### config.mk
export PLATFORM = sky130hd
export DESIGN_NAME = timer_pair_pwm_output
export DESIGN_NICKNAME = d
export VERILOG_FILES = /design/src/hdl/pwm_pkg.sv /design/src/hdl/timer_pair_pwm_output.sv
export VERILOG_INCLUDE_DIRS = /design/src /design/src/hdl
export SDC_FILE = /design/constraint.sdc
export NUM_CORES = 1
export LEC_CHECK = 0
export BUFFER_PORTS_ARGS = -buffer_cell sky130_fd_sc_hd__buf_2
export CELL_PAD_IN_SITES_DETAIL_PLACEMENT = 1
export CELL_PAD_IN_SITES_GLOBAL_PLACEMENT = 2
export CORE_MARGIN = 2
export CORE_UTILIZATION = 37
export CTS_BUF_LIST = sky130_fd_sc_hd__clkbuf_16
export DETAILED_ROUTE_END_ITERATION = 16
export GPL_TIMING_DRIVEN = 0
export HOLD_SLACK_MARGIN = 0.02
export PLACE_DENSITY_LB_ADDON = 0.08
export REMOVE_ABC_BUFFERS = 1
export SETUP_SLACK_MARGIN = 0.1
export SYNTH_ARGS = -nofsm -noshare
export SYNTH_HDL_FRONTEND = slang
export SYNTH_SLANG_ARGS = --single-unit
### constraint.sdc
create_clock -name hclk -period 4.6 [get_ports hclk]
set_clock_uncertainty 0.1 [all_clocks]
set_input_delay 0.69 -clock hclk [delete_from_list [all_inputs] [get_ports hclk]]
set_output_delay 0.69 -clock hclk [all_outputs]
set_load 0.05 [all_outputs]
### src/hdl/pwm_regs.svh
// register offsets, field positions and reset values of the timer pair
`ifndef PWM_REGS_SVH
`define PWM_REGS_SVH
`define OFS_SLAVE_MODE 8'h00
`define OFS_PERIOD 8'h04
`define OFS_DUTY 8'h08
`define OFS_OUT_MODE 8'h0C
`define OFS_OUT_POL 8'h10
`define OFS_OUT_VAL 8'h14
`define OFS_OUT_EN 8'h18
`define OFS_PORT_DIR 8'h1C
`define OFS_IRQ_FLAG 8'h20
`define OFS_IRQ_MASK 8'h24
`define OFS_START 8'h28
`define OFS_STOP 8'h2C
`define OFS_ENABLED 8'h30
`define OFS_PRESC 8'h34
`define OFS_MCOUNT 8'h38
`define OFS_SCOUNT 8'h3C
`define CH_MASTER 0
`define CH_SLAVE 1
`define PIN_DIR_BIT 6
`define MFLAG_BIT 4
`define SFLAG_BIT 5
`define TSEL_HI 10
`define TSEL_LO 8
`define EDGE_HI 7
`define EDGE_LO 6
`define MODE_HI 3
`define MODE_LO 1
`define START_BIT 0
`define RST_MASK 8'hFF
`define RST_DIR 8'hFF
`define FLAG_IMPL 8'h30
`endif

### src/hdl/pwm_pkg.sv
// types shared by the timer pair PWM block
package pwm_pkg;
  typedef enum logic [2:0] {
    MODE_INTERVAL = 3'h0,
    MODE_CAPTURE = 3'h2,
    MODE_EVENT = 3'h3,
    MODE_ONECOUNT = 3'h4,
    MODE_CAP_ONE = 3'h6
  } mode_e;
  typedef enum logic [2:0] {
    TSEL_SW = 3'h0,
    TSEL_EDGE = 3'h1,
    TSEL_BOTH = 3'h2,
    TSEL_MASTER = 3'h4
  } tsel_e;
  typedef enum logic [2:0] {
    SL_IDLE = 3'h1,
    SL_WAIT = 3'h2,
    SL_RUN = 3'h4
  } slave_st_e;
  typedef struct packed {
    logic [15:0] slave_mode;
    logic [15:0] period;
    logic [15:0] duty;
    logic [1:0] out_mode;
    logic [1:0] out_pol;
    logic [1:0] out_val;
    logic [1:0] out_en;
    logic [7:0] port_dir;
    logic [7:0] flags;
    logic [7:0] mask;
    logic [1:0] enabled;
    logic [3:0] presc_sel;
    logic [14:0] presc_cnt;
    logic [15:0] mcnt;
    logic [15:0] scnt;
    slave_st_e sst;
    logic pin_s1;
    logic pin_s2;
    logic pin_s3;
    logic dph_wr;
    logic dph_rd;
    logic [7:0] dph_addr;
    logic [31:0] rdata;
  } state_s;
endpackage : pwm_pkg

### src/hdl/timer_pair_pwm_output.sv
// timer pair PWM generator: master sets the period, slave sets the duty
`timescale 1ns/100ps
`include "pwm_regs.svh"
module timer_pair_pwm_output
  import pwm_pkg::*;
#(
  parameter int ADDR_W = 8
)
(
  input wire logic hclk,
  input wire logic hresetn,
  input wire logic hsel,
  input wire logic [31:0] haddr,
  input wire logic [1:0] htrans,
  input wire logic hwrite,
  input wire logic [2:0] hsize,
  input wire logic [31:0] hwdata,
  input wire logic hready,
  output logic hreadyout,
  output logic hresp,
  output logic [31:0] hrdata,
  input wire logic pwm_pin_i,
  output logic pwm_pin_o,
  output logic pwm_pin_oe,
  output logic master_out,
  output logic irq
);

  state_s r;
  state_s s;
  // count clock tick every 2^sel system clocks
  function automatic logic presc_tick(input logic [14:0] cnt, input logic [3:0] sel);
    logic [15:0] m;
    m = (16'h0001 << sel) - 16'h0001;
    presc_tick = ({1'b0, cnt} & m) == m;
  endfunction : presc_tick

  function automatic logic [31:0] rd_mux(input state_s q, input logic [7:0] a);
    rd_mux = 32'h0000_0000;
    case (a)
      `OFS_SLAVE_MODE: rd_mux = {16'h0000, q.slave_mode};
      `OFS_PERIOD: rd_mux = {16'h0000, q.period};
      `OFS_DUTY: rd_mux = {16'h0000, q.duty};
      `OFS_OUT_MODE: rd_mux = {30'h0, q.out_mode};
      `OFS_OUT_POL: rd_mux = {30'h0, q.out_pol};
      `OFS_OUT_VAL: rd_mux = {30'h0, q.out_val};
      `OFS_OUT_EN: rd_mux = {30'h0, q.out_en};
      `OFS_PORT_DIR: rd_mux = {24'h0, q.port_dir};
      `OFS_IRQ_FLAG: rd_mux = {24'h0, q.flags};
      `OFS_IRQ_MASK: rd_mux = {24'h0, q.mask};
      `OFS_ENABLED: rd_mux = {30'h0, q.enabled};
      `OFS_PRESC: rd_mux = {28'h0, q.presc_sel};
      `OFS_MCOUNT: rd_mux = {16'h0000, q.mcnt};
      `OFS_SCOUNT: rd_mux = {16'h0000, q.scnt};
      default: rd_mux = 32'h0000_0000;
    endcase
  endfunction : rd_mux

  always_comb
  begin
    logic tick;
    logic rise;
    logic fall;
    logic start_edge;
    logic cap_edge;
    logic ev_edge;
    logic hw_start;
    logic hw_cap;
    logic m_irq;
    logic s_irq;
    logic [1:0] sw_start;
    logic [1:0] sw_stop;
    logic [1:0] e;
    logic md0;
    mode_e mode;
    tsel_e tsel;
    logic [7:0] wa;
    logic [7:0] flag_clr;
    s = r;
    tick = presc_tick(r.presc_cnt, r.presc_sel);
    s.presc_cnt = r.presc_cnt + 15'h0001;
    rise = 1'b0;
    fall = 1'b0;
    start_edge = 1'b0;
    cap_edge = 1'b0;
    ev_edge = 1'b0;
    hw_start = 1'b0;
    hw_cap = 1'b0;
    m_irq = 1'b0;
    s_irq = 1'b0;
    sw_start = 2'b00;
    sw_stop = 2'b00;
    flag_clr = 8'h00;
    e = r.slave_mode[`EDGE_HI:`EDGE_LO];
    md0 = r.slave_mode[`START_BIT];
    mode = mode_e'(r.slave_mode[`MODE_HI:`MODE_LO]);
    tsel = tsel_e'(r.slave_mode[`TSEL_HI:`TSEL_LO]);
    wa = r.dph_addr;
    // pin input synchroniser, third stage only for edge history
    s.pin_s1 = pwm_pin_i;
    s.pin_s2 = r.pin_s1;
    s.pin_s3 = r.pin_s2;
    rise = r.pin_s2 & ~r.pin_s3;
    fall = ~r.pin_s2 & r.pin_s3;
    // valid edge decode
    unique case (e)
      2'b00: start_edge = fall;
      2'b01: start_edge = rise;
      2'b10: start_edge = fall;
      2'b11: start_edge = rise;
    endcase
    cap_edge = e[1] ? (e[0] ? fall : rise) : start_edge;
    ev_edge = e[1] ? (rise | fall) : start_edge;
    // bus address phase; reads get one wait state so hrdata comes from a flop
    s.dph_wr = hsel & htrans[1] & hready & hwrite;
    s.dph_rd = hsel & htrans[1] & hready & ~hwrite;
    if (hsel & htrans[1] & hready)
    begin
      s.dph_addr = haddr[7:0];
    end
    if (r.dph_rd)
    begin
      s.rdata = rd_mux(r, wa);
    end
    // register writes in the data phase
    if (r.dph_wr)
    begin
      case (wa)
        `OFS_SLAVE_MODE: s.slave_mode = hwdata[15:0];
        `OFS_PERIOD: s.period = hwdata[15:0];
        `OFS_DUTY: s.duty = hwdata[15:0];
        `OFS_OUT_MODE: s.out_mode = hwdata[1:0];
        `OFS_OUT_POL: s.out_pol = hwdata[1:0];
        `OFS_OUT_VAL: s.out_val = (r.out_val & r.out_en) | (hwdata[1:0] & ~r.out_en);
        `OFS_OUT_EN: s.out_en = hwdata[1:0];
        `OFS_PORT_DIR: s.port_dir = hwdata[7:0];
        `OFS_IRQ_FLAG: flag_clr = hwdata[7:0];
        `OFS_IRQ_MASK: s.mask = hwdata[7:0];
        `OFS_START: sw_start = hwdata[1:0];
        `OFS_STOP: sw_stop = hwdata[1:0];
        `OFS_PRESC: s.presc_sel = hwdata[3:0];
        default: s.slave_mode = s.slave_mode;
      endcase
    end
    // enable status: a one in start sets, a one in stop clears, a zero does nothing
    s.enabled = (r.enabled | sw_start) & ~sw_stop;
    // master channel: free-running interval timer; a stopped channel holds its count
    if (s.enabled[`CH_MASTER] & sw_start[`CH_MASTER])
    begin
      s.mcnt = r.period;
    end
    else if (s.enabled[`CH_MASTER] & tick)
    begin
      if (r.mcnt == 16'h0000)
      begin
        m_irq = 1'b1;
        s.mcnt = r.period;
      end
      else
      begin
        s.mcnt = r.mcnt - 16'h0001;
      end
    end
    // slave trigger sources
    unique case (tsel)
      TSEL_EDGE:
      begin
        hw_start = start_edge;
        hw_cap = start_edge;
      end
      TSEL_BOTH:
      begin
        hw_start = start_edge;
        hw_cap = cap_edge;
      end
      TSEL_MASTER: hw_start = m_irq;
      default: hw_start = 1'b0;
    endcase
    // slave channel
    unique case (r.sst)
      SL_IDLE:
      begin
        if (s.enabled[`CH_SLAVE])
        begin
          unique case (mode)
            MODE_ONECOUNT, MODE_CAP_ONE: s.sst = SL_WAIT;
            MODE_CAPTURE:
            begin
              s.scnt = 16'h0000;
              s_irq = md0;
              s.sst = SL_RUN;
            end
            default:
            begin
              s.scnt = r.duty;
              s_irq = md0 & (mode == MODE_INTERVAL);
              s.sst = SL_RUN;
            end
          endcase
        end
      end
      SL_WAIT:
      begin
        if (mode == MODE_CAP_ONE)
        begin
          if (hw_start)
          begin
            s.scnt = 16'h0000;
            s.sst = SL_RUN;
          end
        end
        else if (hw_start)
        begin
          if (r.duty == 16'h0000)
          begin
            s_irq = 1'b1;
          end
          else
          begin
            s.scnt = r.duty;
            s.sst = SL_RUN;
          end
        end
      end
      SL_RUN:
      begin
        unique case (mode)
          MODE_ONECOUNT:
          begin
            if (hw_start & md0)
            begin
              s.scnt = r.duty;
              s_irq = 1'b1;
            end
            else if (tick)
            begin
              if (r.scnt <= 16'h0001)
              begin
                s_irq = 1'b1;
                s.sst = SL_WAIT;
              end
              else
              begin
                s.scnt = r.scnt - 16'h0001;
              end
            end
          end
          MODE_CAP_ONE:
          begin
            if (cap_edge)
            begin
              s.duty = r.scnt;
              s_irq = 1'b1;
              s.sst = SL_WAIT;
            end
            else if (tick)
            begin
              s.scnt = r.scnt + 16'h0001;
            end
          end
          MODE_CAPTURE:
          begin
            if (hw_cap)
            begin
              s.duty = r.scnt;
              s.scnt = 16'h0000;
              s_irq = 1'b1;
            end
            else if (tick)
            begin
              s.scnt = r.scnt + 16'h0001;
            end
          end
          MODE_EVENT:
          begin
            if (ev_edge)
            begin
              if (r.scnt == 16'h0000)
              begin
                s_irq = 1'b1;
                s.scnt = r.duty;
              end
              else
              begin
                s.scnt = r.scnt - 16'h0001;
              end
            end
          end
          MODE_INTERVAL:
          begin
            if (tick)
            begin
              if (r.scnt == 16'h0000)
              begin
                s_irq = 1'b1;
                s.scnt = r.duty;
              end
              else
              begin
                s.scnt = r.scnt - 16'h0001;
              end
            end
          end
          default: s.sst = SL_WAIT; // prohibited code parks the channel
        endcase
      end
      default: s.sst = SL_IDLE;
    endcase
    if (!s.enabled[`CH_SLAVE])
    begin
      s.sst = SL_IDLE;
    end
    // timer-driven outputs; "set" means the active level
    if (r.out_en[`CH_MASTER] & m_irq)
    begin
      s.out_val[`CH_MASTER] = ~r.out_val[`CH_MASTER];
    end
    if (r.out_en[`CH_SLAVE])
    begin
      if (!r.out_mode[`CH_SLAVE] & s_irq)
      begin
        s.out_val[`CH_SLAVE] = ~r.out_val[`CH_SLAVE];
      end
      else if (r.out_mode[`CH_SLAVE] & s_irq)
      begin
        s.out_val[`CH_SLAVE] = r.out_pol[`CH_SLAVE];
      end
      else if (r.out_mode[`CH_SLAVE] & m_irq)
      begin
        s.out_val[`CH_SLAVE] = ~r.out_pol[`CH_SLAVE];
      end
    end
    // sticky request flags: a new request beats a clear in the same cycle
    s.flags = (r.flags & ~flag_clr) & `FLAG_IMPL;
    s.flags[`MFLAG_BIT] = s.flags[`MFLAG_BIT] | m_irq;
    s.flags[`SFLAG_BIT] = s.flags[`SFLAG_BIT] | s_irq;
  end

  always_ff @(posedge hclk or negedge hresetn)
  begin
    if (!hresetn)
    begin
      r <= '{
        slave_mode: 16'h0000,
        period: 16'h0000,
        duty: 16'h0000,
        out_mode: 2'h0,
        out_pol: 2'h0,
        out_val: 2'h0,
        out_en: 2'h0,
        port_dir: `RST_DIR,
        flags: 8'h00,
        mask: `RST_MASK,
        enabled: 2'h0,
        presc_sel: 4'h0,
        presc_cnt: 15'h0000,
        mcnt: 16'h0000,
        scnt: 16'h0000,
        sst: SL_IDLE,
        pin_s1: 1'b0,
        pin_s2: 1'b0,
        pin_s3: 1'b0,
        dph_wr: 1'b0,
        dph_rd: 1'b0,
        dph_addr: 8'h00,
        rdata: 32'h0000_0000
      };
    end
    else
    begin
      r <= s;
    end
  end

  assign hreadyout = ~r.dph_rd;
  assign hresp = 1'b0;
  assign hrdata = r.rdata;
  assign pwm_pin_o = r.out_val[`CH_SLAVE];
  assign pwm_pin_oe = ~r.port_dir[`PIN_DIR_BIT];
  assign master_out = r.out_val[`CH_MASTER];
  assign irq = |(r.flags & ~r.mask & `FLAG_IMPL);

endmodule : timer_pair_pwm_output

==> flow_summary.ini <==
[critical_path]
path_cells = or4_4, ha_1, nor2b_1, a221oi_1, nand4_1, or4_1, nor2_1, a41o_1, a221oi_1, o21bai_1, a22o_1
cp-end-kind = flop
startpoint = r[98]
r2r-start = r[98]
rr_endpoint = r[63]
worstPathRequired_ns = 4.87
worstSetupPathType = reg2reg
start_kind = flop
critPathSlowestCell = nor2_1
reg2reg_depth = 11
slowest_delay_ns = 0.68
cpMostUsedCell = a221oi_1
worstPathArrival_ns = 4.59
r2r_slack_ns = 0.27
crit_fanout = 14
critPathCapture = r[63]

[global_routing]
grt-ovfl-total = 0
use_met2 = 0.395
grt_max_degree = 112
use_met3 = 0.0346
antenna_found_initial = 0
grt_pass1_wl_mm = 52.4
grtUsageMet1 = 0.353
grt.busiest_layer = met2
grt_pass1_vias = 8462
grt_usage = 0.246

[clock_network]
clockBufferDepth = 2
root_buffer = clkbuf_16
ctsHoldBuffers = 0
cts.clk_slew.worst_paths_ns = 0.08
cts.sinks = 159
cts_made_buffers = 17
cts_tree = done
clock_latency_ns = 0.45
htreeDepth = 4

[placement]
post-place-ws_ns = -1.13
io_buffers = 51
post-dp-hpwl_mm = 23.2
gp_congestion = 0.793

[synthesis]
synth_ff_type = dfrtp_1
yosys_register_bits = 159
postSynthCellCount = 1060
yosys.area.top_type = dfrtp_1
syn_area_um2 = 9710
yosys.area.top_type_share = 0.366
async_flop_share = 1.00
yosysSeqAreaShare = 0.412
avgSynthCellArea_um2 = 9.16
yosysWarnings = 0
synth_edf_count = 0
synth_cell_types = 75
synthTopCellsByArea = dfrtp_1 (37%), mux2_2 (8.0%), dfstp_2 (4.6%)

[sta]
fmax_mhz = 231
fin_crit_ns = 4.33
maxSlewHeadroom = 0.0669
rsz0062_at_grt = yes
worstMarginPinSlew_ns = 1.39
setup_ws_ns = 0.275
drv_slew = 0
setup_viol = 0
hold_viol = 0
period_share = 0.940

[power]
ir_drop_mv = 0.202
clockPowerShare = 0.308
p_sw_frac = 0.406
p_comb_frac = 0.265
p_int_mw = 2.81
power.density_nw_per_um2 = 439
switching_power_mw = 1.92
leakage_nw = 4.49
p_seq_frac = 0.427

[drt]
drc = 0
drt_wl_total_mm = 33.9
firstDrtPassIters = 6
vias = 8444
wl_per_cell_um = 24.0
vias_per_cell = 5.98
drt_iter0_markers = 660
ant_nets = 0

[flow_run]
cap_violations = 0

[floorplan]
pin_count = 113
initial_utilization = 0.375
rows = 59
core-area_um2 = 25900
die_y_um = 166
die_w_um = 166
die_area_um2 = 27500

[layout]
most-common-layout-cells = dfrtp_1 (140), nor2_1 (103), a21oi_1 (86)
utilization = 0.415
n_antenna_cell = 0
syn_to_final_growth_pct = 10.8
final_common_cell = dfrtp_1
nets = 1148
drive_gt1_frac = 0.194

[outcome]
status = complete, no violations

[hold_path]
holdCritPathClass = in2async
layer usage:
| layer | vias to the layer above | part of all wire | wire length, µm |
|---|---|---|---|
| met3 | 34 | 0.045 | 1520 |
| met1 | 4343 | 0.48 | 16100 |
| met2 | 211 | 0.47 | 15800 |
| li1 | 3856 | - | - |
| met5 | - | 0 | 0 |
| met4 | 0 | 0.013 | 444 |
worst min-delay path by stage:
stage / start / cells past startpoint / slack [ns] / to
6_report: hresetn / 1 / 0.06 / r[87]
4_1_cts: hresetn / 1 / 0.06 / r[87]
2_1_floorplan: r[44] / 0 / 0.23 / r[43]
3_3_place_gp: r[44] / 0 / 0.23 / r[43]
5_1_grt: hresetn / 1 / 0.07 / r[87]
3_5_place_dp: r[44] / 0 / 0.24 / r[43]
area by class of cell:
cell class / count / area [µm²]
multi-input combinational: 799 / 5240
tap: 335 / 419
fill: 3008 / 15200
sequential: 159 / 4000
inverter: 26 / 97.6
clock inverter: 15 / 166
timing repair buffer: 62 / 405
clock buffer: 17 / 425
cell usage after synthesis, types with 24 or more instances:
library cell and n:
a22oi_1 36, nor2_1 108, o21ai_0 50, inv_1 25, buf_4 33, xnor2_1 24, nand2_1 77, nand3_1 25
mux2_2 69, dfrtp_1 142, a21oi_1 88, nor3_1 26, clkbuf_1 44
worst max-delay path, delay by kind of cell (launching register included):
family                     cells  cell delay (ns)
and+or+nand+nor                5             2.36
DFF                            1             0.51
AOI/OAI and AO/OA              5             1.00
adders and majority gates      1             0.29
per-stage QoR:
stage               hold slack, ns  total power, mW  instance area [µm²]  cells  setup TNS [ns]
global route                0.0716             4.97                10800   1413               0
CTS                         0.0610             4.70                10700   1410               0
detailed placement           0.237             3.22                10100   1376          -17.34
floorplan                    0.231             2.70                 9270    983               0
finish                      0.0559             4.73                10800   1413               0
global placement             0.234             3.19                 9940   1369          -28.57
registers in the layout (all words and copies together) (netlist names):
register and cells:
hrdata 16, master_out 1, pwm_pin_o 1, r 141
kinds of logic (layout without fill, tap and decap cells):
kind of cell | Yosys count | after routing | share of synthesized area
compound gates | 302 | 302 | 0.203
xor+xnor | 39 | 39 | 0.0352
fa+ha+maj | 8 | 8 | 0.0103
buf+inv | 119 | 120 | 0.0615
flops | 159 | 159 | 0.412
mux | 92 | 92 | 0.104
other cells | 1 | 17 | 0.000386
simple gates | 340 | 341 | 0.173
timing repair:
item,4_1_cts,5_1_grt
pin swaps,1,1
cloned,0,1
resized for setup,2,4
setup endpoints to repair,24,15
setup buffers,2,2
power groups by stage:
stage	registers, mW	logic (mW)	clock network (mW)
4_1_cts	2.00	1.20	1.50
6_report	2.02	1.25	1.46
2_1_floorplan	1.85	0.854	0
5_1_grt	2.05	1.38	1.54
3_3_place_gp	2.03	1.16	0
3_5_place_dp	2.03	1.18	0
(Power assumes the default switching activity.)
